<file path="config.mk">
export PLATFORM = sky130hd
export DESIGN_NAME = sea_edit
export DESIGN_NICKNAME = d
export VERILOG_FILES = /design/src/verilog/sea_pkg.sv /design/src/verilog/sea_edit.sv
export SDC_FILE = /design/constraint.sdc
export NUM_CORES = 2
export LEC_CHECK = 0
export ABC_AREA = 1
export BUFFER_PORTS_ARGS = -buffer_cell sky130_fd_sc_hd__buf_2
export CAP_MARGIN = 20
export CORE_UTILIZATION = 25
export CTS_CLUSTER_SIZE = 40
export DETAILED_ROUTE_END_ITERATION = 8
export MAX_ROUTING_LAYER = met4
export SETUP_SLACK_MARGIN = 0.15
export SLEW_MARGIN = 30
export SYNTH_ARGS = -nofsm -noshare
export SYNTH_HDL_FRONTEND = slang
export SYNTH_SLANG_ARGS = --single-unit
</file>
<file path="constraint.sdc">
create_clock -name clock_i -period 24.9 [get_ports clock_i]
set_clock_uncertainty 0.2 [all_clocks]
set_input_delay 6.225 -clock clock_i [delete_from_list [all_inputs] [get_ports clock_i]]
set_output_delay 6.225 -clock clock_i [all_outputs]
set_load 0.01 [all_outputs]
</file>
<file path="src/verilog/sea_pkg.sv">
// sea_pkg: constants and types for the setpoint edit and access block
package sea_pkg;
	localparam int CLK_PERIOD_NS = 10;
	localparam int TICK_NS       = 1000000;
	localparam int TICK_CYC      = TICK_NS / CLK_PERIOD_NS;
	localparam int TIMEOUT_MIN   = 30;
	localparam int TIMEOUT_MS    = TIMEOUT_MIN * 60 * 1000;
	localparam int FLASH_MS      = 1000;
	localparam int HELP_MS       = 2000;
	localparam int PASS_CHARS    = 8;
	localparam int FRAC_DIGITS   = 2;
	localparam int N_IF          = 2;
	localparam int IF_KBD        = 0;
	localparam int IF_COM        = 1;
	// passcode is ASCII, first character in the low byte; "0" is the default
	localparam logic [8*PASS_CHARS-1:0] PASS_DEFAULT = 64'h0000_0000_0000_0030;
	localparam logic [7:0]  ASCII_ZERO = 8'h30;
	localparam logic [11:0] A_ENA_LO   = 12'h000;
	localparam logic [11:0] A_ENA_HI   = 12'h004;
	localparam logic [11:0] A_CODE_LO  = 12'h008;
	localparam logic [11:0] A_CODE_HI  = 12'h00C;
	localparam logic [11:0] A_STATUS   = 12'h010;
	localparam logic [3:0]  A_SP_PAGE  = 4'h1;
	localparam int SB_JMP  = 0;
	localparam int SB_DEF  = 1;
	localparam int SB_KACC = 2;
	localparam int SB_CACC = 3;
	localparam logic [4:0] K_9     = 5'h09;
	localparam logic [4:0] K_DOT   = 5'h0A;
	localparam logic [4:0] K_UP    = 5'h0B;
	localparam logic [4:0] K_DOWN  = 5'h0C;
	localparam logic [4:0] K_ENTER = 5'h0D;
	localparam logic [4:0] K_ESC   = 5'h0E;
	localparam logic [4:0] K_HELP  = 5'h0F;
	localparam logic [4:0] K_NEXT  = 5'h10;
	localparam logic [4:0] K_PASS  = 5'h11;
	localparam logic [4:0] K_LOCK  = 5'h12;

	typedef struct packed {
		logic       valid;
		logic [4:0] code;
	} sea_key_t;

	typedef enum logic [2:0] {
		ST_IDLE  = 3'b000,
		ST_EDIT  = 3'b001,
		ST_PASS  = 3'b010,
		ST_FLASH = 3'b011,
		ST_HELP  = 3'b100
	} sea_st_t;

	typedef enum logic [3:0] {
		MSG_NORMAL   = 4'h0,
		MSG_EDIT     = 4'h1,
		MSG_STORED   = 4'h2,
		MSG_NOJMP    = 4'h3,
		MSG_LOCKED   = 4'h4,
		MSG_OOR      = 4'h5,
		MSG_PASS     = 4'h6,
		MSG_PASS_BAD = 4'h7,
		MSG_H_MIN    = 4'h8,
		MSG_H_MAX    = 4'h9,
		MSG_H_STEP   = 4'hA,
		MSG_H_EDIT   = 4'hB,
		MSG_H_STORE  = 4'hC
	} sea_msg_t;
endpackage

</file>
<file path="src/verilog/sea_edit.sv">
// sea_edit: keypad setpoint editor, passcode access control, APB registers
//
// Chosen here: the APB register port and the placing of the registers.
`timescale 1ns/1ps
// How it works
// - stored setpoints drive sp_o at once, no activation step.
// - keypad store refused with error unless access jumper closed.
// - the jumper never gates APB setpoint writes.
// - an 8-character passcode gates keypad and APB setpoint changes.
// - passcode "0" lifts passcode gating on every interface.
// - other passcode: each interface locked until it presents the match.
// - one access flag per interface, granted independently.
// - lock key clears the keypad access flag.
// - APB writing a wrong passcode to the enable register drops APB access.
// - access flag drops after thirty idle minutes on that interface.
// - help key cycles range, step and edit-method messages automatically.
// - each setpoint has min, max, step; only in-range values store.
// - digit keys and decimal point build the value, leftmost first.
// - escape before enter discards the edit, shows stored value.
// - up key adds one step, wraps past max to min.
// - down key subtracts one step, wraps below min to max.
// - edit stays pending until enter commits it.
// - successful store shows confirmation briefly, then normal display.
// - committed value rounds to nearest step multiple before store.
// - enumeration setpoints step through members with value keys only.
// - out-of-range commit keeps stored value, shows out-of-range message.
module sea_edit import sea_pkg::*; #(
	parameter int              NSP        = 4,
	parameter int              W          = 24,
	parameter logic [NSP*W-1:0] MIN_P     = {NSP{W'(100)}},
	parameter logic [NSP*W-1:0] MAX_P     = {NSP{W'(500000)}},
	parameter logic [NSP*W-1:0] STEP_P    = {NSP{W'(10)}},
	parameter logic [NSP*W-1:0] INIT_P    = {NSP{W'(1000)}},
	parameter logic [NSP-1:0]  ENUM_P     = '0,
	parameter int              TICK_CYC_P = TICK_CYC,
	parameter int              TIMEOUT_P  = TIMEOUT_MS,
	parameter int              FLASH_P    = FLASH_MS,
	parameter int              HELP_P     = HELP_MS
) (
	input  wire logic              clock_i,
	input  wire logic              nrst_i,
	input  wire logic              psel_i,
	input  wire logic              penable_i,
	input  wire logic              pwrite_i,
	input  wire logic [11:0]       paddr_i,
	input  wire logic [31:0]       pwdata_i,
	output logic                   pready_o,
	output logic      [31:0]       prdata_o,
	output logic                   pslverr_o,
	input  wire sea_key_t          key_i,
	input  wire logic              jumper_i,
	output logic      [W-1:0]      disp_val_o,
	output sea_msg_t               msg_o,
	output logic      [$clog2(NSP)-1:0] sel_o,
	output logic      [NSP*W-1:0]  sp_o,
	output logic                   kbd_acc_o,
	output logic                   com_acc_o
);
	localparam int SW  = $clog2(NSP);
	localparam int TKW = $clog2(TICK_CYC_P);
	localparam int TOW = $clog2(TIMEOUT_P + 1);
	localparam logic [W-1:0] ACC_LIM = W'({W{1'b1}} / 1000);

	if (NSP < 2 || NSP > 64 || W < 8 || W > 32) begin : g_bad
		$error("sea_edit: NSP or W out of range");
	end
	if (TICK_CYC_P < 2 || TIMEOUT_P < 2 || FLASH_P < 1 || HELP_P < 1
		|| FLASH_P > 65535 || HELP_P > 65535) begin : g_badt
		$error("sea_edit: timing parameter out of range");
	end

	sea_st_t                   kst_r;
	sea_msg_t                  msg_r;
	logic [SW-1:0]             sel_r;
	logic [W-1:0]              edit_r;
	logic [W-1:0]              acc_r;
	logic [1:0]                frac_r;
	logic                      dot_r;
	logic                      dig_r;
	logic                      hret_r;
	logic [15:0]               tmr_r;
	logic [8*PASS_CHARS-1:0]   pbuf_r;
	logic [3:0]                pcnt_r;
	logic [8*PASS_CHARS-1:0]   pass_r;
	logic [31:0]               ena_lo_r;
	logic [31:0]               code_lo_r;
	logic [W-1:0]              sp_r [NSP];
	logic [W-1:0]              disp_r;
	logic                      pready_r;
	logic [31:0]               prdata_r;
	logic                      pslverr_r;
	logic [TKW-1:0]            tk_r;
	logic                      tick_r;
	logic [TOW-1:0]            idle_r [N_IF];
	logic                      acc_f_r [N_IF];
	logic                      grant [N_IF];
	logic                      revoke [N_IF];
	logic                      act [N_IF];

	function automatic logic [W-1:0] scale(input logic [W-1:0] v, input logic [1:0] f);
		unique case (f)
			2'd0:    scale = W'(v * W'(100));
			2'd1:    scale = W'(v * W'(10));
			default: scale = v;
		endcase
	endfunction

	// keypad decode and current setpoint limits
	wire             key_v  = key_i.valid;
	wire [4:0]       kc     = key_i.code;
	wire             is_dig = key_v && kc <= K_9;
	wire [W-1:0]     dval   = W'(kc[3:0]);
	wire [W-1:0]     cmin   = MIN_P[sel_r*W +: W];
	wire [W-1:0]     cmax   = MAX_P[sel_r*W +: W];
	wire [W-1:0]     cstep  = STEP_P[sel_r*W +: W];
	wire             cenum  = ENUM_P[sel_r];
	wire [W-1:0]     cur    = sp_r[sel_r];
	wire [W-1:0]     base   = (kst_r == ST_EDIT) ? edit_r : cur;
	wire [W:0]       up_v   = {1'b0, base} + {1'b0, cstep};
	wire [W-1:0]     up_nxt = (up_v > {1'b0, cmax}) ? cmin : up_v[W-1:0];
	wire             dn_wr  = {1'b0, base} < ({1'b0, cmin} + {1'b0, cstep});
	wire [W-1:0]     dn_nxt = dn_wr ? cmax : base - cstep;
	wire [W-1:0]     acc_n  = W'(acc_r * W'(10)) + dval;
	wire [1:0]       frac_n = dot_r ? frac_r + 2'd1 : frac_r;
	wire             dig_ok = dot_r ? (frac_r < 2'(FRAC_DIGITS)) : (acc_r < ACC_LIM);
	// nearest step multiple; half a step rounds up
	wire [W:0]       rsum   = {1'b0, edit_r} + {2'b0, cstep[W-1:1]};
	wire [W:0]       rq     = rsum / {1'b0, cstep};
	wire [W:0]       rnd    = (W+1)'(rq * {1'b0, cstep});
	wire             in_rng = rnd >= {1'b0, cmin} && rnd <= {1'b0, cmax};
	wire             pass_def = (pass_r == PASS_DEFAULT);
	wire             kbd_ok = pass_def || acc_f_r[IF_KBD];
	wire             com_ok = pass_def || acc_f_r[IF_COM];
	wire             k_ent  = key_v && kc == K_ENTER;
	wire             kst_store = kst_r == ST_EDIT && k_ent && jumper_i && kbd_ok && in_rng;

	// APB decode
	wire             acc_ph = psel_i && penable_i && !pready_r;
	wire             apb_go = psel_i && penable_i && pready_r;
	wire             apb_wr = apb_go && pwrite_i;
	wire             sp_hit = paddr_i[11:8] == A_SP_PAGE && paddr_i[1:0] == 2'b00
		&& int'(paddr_i[7:2]) < NSP;
	wire [SW-1:0]    aidx   = paddr_i[2 +: SW];
	wire [W-1:0]     wv     = pwdata_i[W-1:0];
	wire             wrng   = (pwdata_i >> W) == 32'h0
		&& wv >= MIN_P[aidx*W +: W] && wv <= MAX_P[aidx*W +: W];
	wire             known  = sp_hit || paddr_i == A_ENA_LO || paddr_i == A_ENA_HI
		|| paddr_i == A_CODE_LO || paddr_i == A_CODE_HI || paddr_i == A_STATUS;
	wire             refuse = pwrite_i && ((paddr_i == A_CODE_HI && !com_ok)
		|| (sp_hit && (!com_ok || !wrng)));
	wire             berr   = !known || refuse;
	wire [8*PASS_CHARS-1:0] ena_word = {pwdata_i, ena_lo_r};
	logic [31:0]     rdata;

	always_comb begin
		rdata = 32'h0;
		if (paddr_i == A_STATUS) begin
			rdata[SB_JMP]  = jumper_i;
			rdata[SB_DEF]  = pass_def;
			rdata[SB_KACC] = acc_f_r[IF_KBD];
			rdata[SB_CACC] = acc_f_r[IF_COM];
		end else if (sp_hit) begin
			rdata = 32'(sp_r[aidx]);
		end
	end

	// one wait state: pready rises in the second access cycle
	always_ff @(posedge clock_i) begin
		if (!nrst_i) begin
			pready_r  <= 1'b0;
			prdata_r  <= 32'h0;
			pslverr_r <= 1'b0;
		end else begin
			pready_r <= acc_ph;
			if (acc_ph) begin
				prdata_r  <= pwrite_i ? 32'h0 : rdata;
				pslverr_r <= berr;
			end
		end
	end

	// passcode staging and programming; passcode words never read back
	always_ff @(posedge clock_i) begin
		if (!nrst_i) begin
			ena_lo_r  <= 32'h0;
			code_lo_r <= 32'h0;
			pass_r    <= PASS_DEFAULT;
		end else if (apb_wr) begin
			if (paddr_i == A_ENA_LO)
				ena_lo_r <= pwdata_i;
			if (paddr_i == A_CODE_LO)
				code_lo_r <= pwdata_i;
			if (paddr_i == A_CODE_HI && com_ok)
				pass_r <= {pwdata_i, code_lo_r};
		end
	end

	// setpoint store: keypad commit wins a same-cycle clash
	always_ff @(posedge clock_i) begin
		if (!nrst_i) begin
			for (int j = 0; j < NSP; j++)
				sp_r[j] <= INIT_P[j*W +: W];
		end else if (kst_store) begin
			sp_r[sel_r] <= rnd[W-1:0];
		end else if (apb_wr && sp_hit && !berr) begin
			sp_r[aidx] <= wv;
		end
	end

	// millisecond time base
	always_ff @(posedge clock_i) begin
		if (!nrst_i) begin
			tk_r   <= '0;
			tick_r <= 1'b0;
		end else begin
			tick_r <= tk_r == TKW'(TICK_CYC_P - 1);
			tk_r   <= (tk_r == TKW'(TICK_CYC_P - 1)) ? '0 : tk_r + 1'b1;
		end
	end

	assign act[IF_KBD]    = key_v;
	assign act[IF_COM]    = apb_go;
	assign grant[IF_KBD]  = kst_r == ST_PASS && k_ent && pbuf_r == pass_r;
	assign revoke[IF_KBD] = key_v && kc == K_LOCK;
	assign grant[IF_COM]  = apb_wr && paddr_i == A_ENA_HI && ena_word == pass_r;
	assign revoke[IF_COM] = apb_wr && paddr_i == A_ENA_HI && ena_word != pass_r;

	// per-interface access flag and idle timer
	for (genvar i = 0; i < N_IF; i++) begin : g_if
		always_ff @(posedge clock_i) begin
			if (!nrst_i) begin
				idle_r[i]  <= '0;
				acc_f_r[i] <= 1'b0;
			end else begin
				if (act[i])
					idle_r[i] <= '0;
				else if (tick_r && idle_r[i] != TOW'(TIMEOUT_P))
					idle_r[i] <= idle_r[i] + 1'b1;
				if (grant[i])
					acc_f_r[i] <= 1'b1;
				else if (revoke[i])
					acc_f_r[i] <= 1'b0;
				else if (tick_r && !act[i] && idle_r[i] == TOW'(TIMEOUT_P - 1))
					acc_f_r[i] <= 1'b0;
			end
		end
	end

	for (genvar j = 0; j < NSP; j++) begin : g_sp
		if (STEP_P[j*W +: W] == '0) begin : g_bad
			$error("sea_edit: zero step");
		end
		assign sp_o[j*W +: W] = sp_r[j];
	end

	// keypad editor
	always_ff @(posedge clock_i) begin
		if (!nrst_i) begin
			kst_r  <= ST_IDLE;
			msg_r  <= MSG_NORMAL;
			sel_r  <= '0;
			edit_r <= '0;
			acc_r  <= '0;
			frac_r <= 2'd0;
			dot_r  <= 1'b0;
			dig_r  <= 1'b0;
			hret_r <= 1'b0;
			tmr_r  <= 16'h0;
			pbuf_r <= '0;
			pcnt_r <= 4'h0;
		end else begin
			unique case (kst_r)
				ST_IDLE, ST_EDIT: if (key_v) begin
					if ((is_dig || kc == K_DOT) && !cenum) begin
						kst_r <= ST_EDIT;
						msg_r <= MSG_EDIT;
						dig_r <= 1'b1;
						if (kst_r == ST_IDLE || !dig_r) begin
							acc_r  <= is_dig ? dval : '0;
							edit_r <= is_dig ? scale(dval, 2'd0) : '0;
							frac_r <= 2'd0;
							dot_r  <= !is_dig;
						end else if (!is_dig) begin
							dot_r <= 1'b1;
						end else if (dig_ok) begin
							acc_r  <= acc_n;
							frac_r <= frac_n;
							edit_r <= scale(acc_n, frac_n);
						end
					end else if (kc == K_UP || kc == K_DOWN) begin
						kst_r  <= ST_EDIT;
						msg_r  <= MSG_EDIT;
						dig_r  <= 1'b0;
						edit_r <= (kc == K_UP) ? up_nxt : dn_nxt;
					end else if (kc == K_HELP) begin
						kst_r  <= ST_HELP;
						msg_r  <= MSG_H_MIN;
						hret_r <= kst_r == ST_EDIT;
						tmr_r  <= 16'(HELP_P - 1);
					end else if (kst_r == ST_EDIT && kc == K_ESC) begin
						kst_r <= ST_IDLE;
						msg_r <= MSG_NORMAL;
					end else if (kst_r == ST_EDIT && kc == K_ENTER) begin
						kst_r <= ST_FLASH;
						tmr_r <= 16'(FLASH_P - 1);
						if (!jumper_i)
							msg_r <= MSG_NOJMP;
						else if (!kbd_ok)
							msg_r <= MSG_LOCKED;
						else if (!in_rng)
							msg_r <= MSG_OOR;
						else
							msg_r <= MSG_STORED;
					end else if (kst_r == ST_IDLE && kc == K_NEXT) begin
						sel_r <= (sel_r == SW'(NSP - 1)) ? '0 : sel_r + 1'b1;
					end else if (kst_r == ST_IDLE && kc == K_PASS) begin
						kst_r  <= ST_PASS;
						msg_r  <= MSG_PASS;
						pbuf_r <= '0;
						pcnt_r <= 4'h0;
					end
				end
				ST_PASS: if (key_v) begin
					// first character lands in the low byte; keys past eight are ignored
					if (is_dig && pcnt_r < 4'(PASS_CHARS)) begin
						pbuf_r[8*pcnt_r +: 8] <= ASCII_ZERO + 8'(kc[3:0]);
						pcnt_r                <= pcnt_r + 4'h1;
					end else if (kc == K_ENTER) begin
						kst_r <= grant[IF_KBD] ? ST_IDLE : ST_FLASH;
						msg_r <= grant[IF_KBD] ? MSG_NORMAL : MSG_PASS_BAD;
						tmr_r <= 16'(FLASH_P - 1);
					end else if (kc == K_ESC) begin
						kst_r <= ST_IDLE;
						msg_r <= MSG_NORMAL;
					end
				end
				ST_FLASH: if (tick_r) begin
					if (tmr_r == 16'h0) begin
						kst_r <= ST_IDLE;
						msg_r <= MSG_NORMAL;
					end else begin
						tmr_r <= tmr_r - 16'h1;
					end
				end
				ST_HELP: begin
					if ((key_v && kc == K_ESC)
						|| (tick_r && tmr_r == 16'h0 && msg_r == MSG_H_STORE)) begin
						kst_r <= hret_r ? ST_EDIT : ST_IDLE;
						msg_r <= hret_r ? MSG_EDIT : MSG_NORMAL;
					end else if (tick_r && tmr_r == 16'h0) begin
						msg_r <= sea_msg_t'(msg_r + 4'h1);
						tmr_r <= 16'(HELP_P - 1);
					end else if (tick_r) begin
						tmr_r <= tmr_r - 16'h1;
					end
				end
				default: begin
					kst_r <= ST_IDLE;
					msg_r <= MSG_NORMAL;
				end
			endcase
		end
	end

	// display follows the editor one cycle later
	always_ff @(posedge clock_i) begin
		if (!nrst_i) begin
			disp_r <= '0;
		end else if (kst_r == ST_EDIT) begin
			disp_r <= edit_r;
		end else if (kst_r == ST_HELP && msg_r == MSG_H_MIN) begin
			disp_r <= cmin;
		end else if (kst_r == ST_HELP && msg_r == MSG_H_MAX) begin
			disp_r <= cmax;
		end else if (kst_r == ST_HELP && msg_r == MSG_H_STEP) begin
			disp_r <= cstep;
		end else begin
			disp_r <= cur;
		end
	end

	assign pready_o   = pready_r;
	assign prdata_o   = prdata_r;
	assign pslverr_o  = pslverr_r;
	assign disp_val_o = disp_r;
	assign msg_o      = msg_r;
	assign sel_o      = sel_r;
	assign kbd_acc_o  = acc_f_r[IF_KBD];
	assign com_acc_o  = acc_f_r[IF_COM];
endmodule

</file>
==> impl_results.md <==
* Register area share after synthesis at 33.0%
* Setup bufs post-CTS at 0
* Fraction of registers with async set/reset at 0%
* Top cells by area, synth: dfxtp_1, edfxtp_1, ha_1
* Largest net degree at the start of global routing at around 100
* Clk_lat worst skew at about 0.63 ns
* Synth cell types at between 60 and 70
* Clk buf depth at 3
* Post-Syn Instances at approximately 4300
* Layout Nets at 4796
* Crit-path max cell delay at ~0.60 ns
* Vias in the first global route at between 20000 and 30000
* Area Overhead vs Synth at 14.2%
* Share of layout cells above drive strength 1 at about an eighth
* Sequential cell area at between 10000 and 15000 um^2
* Post_cts resized at 0
* Synth Register Bits at between 400 and 500
* Max_cap viols at 0
* Final min period at around 16 ns
* YS warnings at 0
* Syn avg cell area at approximately 7.5 um^2
* Die Y at about 360 um
* Total wire length at roughly 110 mm
* Worst Setup End Kind: flip-flop
* Startpoint Class: flip-flop
* Drt drc at 0
* Chip width at between 300 and 400 um
* Clock sinks at 460
* Core Area at between 100000 and 150000 um^2
* Worst slew pin tran at 0.982 ns
* Fin Setup TNS at 0 ns
* Top_reg_cell synth: dfxtp_1
* # port buffers at about 210
* Worst Path Required at 25.00 ns
* Total clock buffers created by CTS at 49
* Fin crit share at between 60% and 70%
* Initial Util at 25.2%
* DRT antenna net count at 0
* Rel. slew slack at 34.6%
* Mapped cell area at ~32000 um^2
* Critical path arrival at between 15 and 20 ns
* DR vias at 30400
* Area after DPL at roughly 35000 um^2
* Status: completed
* I/O Pins at 218
* Area leader, netlist: dfxtp_1
* Top cell by count, worst path: nand2_1
* Vias per cell at 4.92
* Hpwl dp at approximately 84 mm
* EDFF count, synth at about 140
* Final core occ at 28.8%
* Post-synth top area share at 20.0%
* Cell Rows at about 130
* Clock Root Buffer: clkbuf_16
* Wirelength per Cell at about 17 um
* Hold path cells at 1
* Die Area at ~130000 um^2
* Count leader, synth: nand2_1
* RSZ-0062 raised after global routing: false
* Slowest library cell on the worst path: nor3_2
* CTS HTree Levels at 2
* Post-CTS Hold Fix Bufs at 0
* Initial antenna violation count at 18
* CTS tree: done
* Fillers at 13800
* Overflow after GRT at 0
* CTS clk-pin slew, worst paths at roughly 0.07 ns
* First-pass GRT wire length at 166 mm
* Setup-failing EPs final at 0
* Fin. Hold Viols at 0
* Total track usage at between 10% and 20%
* F_max at 63.7 MHz
* Area of the multi-input gates at ~19000 um^2
* Reg2Reg Depth at between 100 and 150
* Worst-path fanout max at 18
* 1st-pass router iterations at 7
* Slew Limit Fails at 0
* Synth cell count leaders: nand2_1, inv_1, nor2_1, a21oi_1, dfxtp_1
* RD Place Congestion at between 0.9 and 1
* Type of the most critical hold path: flip-flop to flip-flop
* Kind of critical path: flip-flop to flip-flop
* Post-route cell area at approximately 37000 um^2
* Detailed Route Iter0 Violations at 2759
==> cells by family after synthesis <==
| group | synth area share (%) |
|---|---|
| xor gates and xnor gates | 6.25 |
| other | 0.0117 |
| AOI/OAI and AO/OA | 16.3 |
| DFF | 33.0 |
| buffers and inverters | 8.61 |
| and+or+nand+nor | 24.9 |
| adders and majority gates | 10.9 |
==> path summary, 6_finish.rpt <==
kind                                             start                    end  slack [ns]
worst max-delay path            edit_r[0]$_SDFFE_PN0P_  sp_r[3][22]$_DFFE_PP_        9.20
worst min-delay path                tk_r[0]$_SDFF_PP0_     tk_r[0]$_SDFF_PP0_        0.25
worst max register to register  edit_r[0]$_SDFFE_PN0P_  sp_r[3][22]$_DFFE_PP_        9.20
worst min register to register      tk_r[0]$_SDFF_PP0_     tk_r[0]$_SDFF_PP0_        0.25
==> per-stage QoR <==
stage | hold WS [ns] | std cells | setup WS, ns
final | 0.249 | 6175 | 9.20
after global routing | 0.284 | 6173 | 7.62
after CTS | 0.259 | 6171 | 9.22
after detailed placement | 0.243 | 6083 | 9.33
after global placement | 0.232 | 6083 | 9.75
after floorplan | 0.218 | 4325 | 10.61
==> layout by cell type, fill, tap and decap left out, types with 47 or more instances in the layout <==
cell and count:
xor2_1 131, nand3_1 230, buf_2 208, edfxtp_1 139
nor3_1 99, inv_1 516, o21ai_0 239, ha_1 247
nand4_1 63, a31oi_1 47, nand2_1 703, o22ai_1 62
dfxtp_1 321, xnor2_1 98, nor4_1 53, clkbuf_16 49
nor2_1 409, a21oi_1 342, nand2_2 67
==> routing by layer <==
layer	wire length, um	part of all wire, %	up-vias	track usage (%)
met5	0	0	-	-
met4	3640	3.4	0	5.57
met3	9350	8.7	193	3.27
met2	47500	44	1084	25.5
met1	47400	44	14200	21.6
li1	-	-	14900	-
==> worst max-delay path: cells and delay by family (launching register included) <==
kind,cells,cell delay [ns]
AND/OR/NAND/NOR,100,10.41
adder cells (fa/ha/maj),6,1.38
XOR/XNOR,2,0.46
flip-flops,1,0.41
AO/OA/AOI/OAI,7,0.96
buffers and inverters,18,1.52
==> flip-flops by register name (all words and copies together) (netlist names), 17 cells and up, named ones only <==
name,flops
edit_r,24
tk_r,17
pass_r,64
prdata_o,24
idle_r,42
ena_lo_r,32
code_lo_r,32
acc_r,24
disp_val_o,24
sp_r,96
pbuf_r,40
==> layout make-up <==
| type | instances | area share (%) |
|---|---|---|
| well taps | 1662 | 5.67 |
| clock buffers | 67 | 3.81 |
| multi-input cells | 3153 | 51.5 |
| clock inverters | 21 | 0.751 |
| flip-flops and latches | 460 | 28.9 |
| inverters | 571 | 5.86 |
| repair buffers | 237 | 3.43 |
| diodes | 4 | 0.0273 |
Power is left out: the tool's default activity adds up to more than one toggle a clock period on the data nets, which glitch-free logic cannot reach.
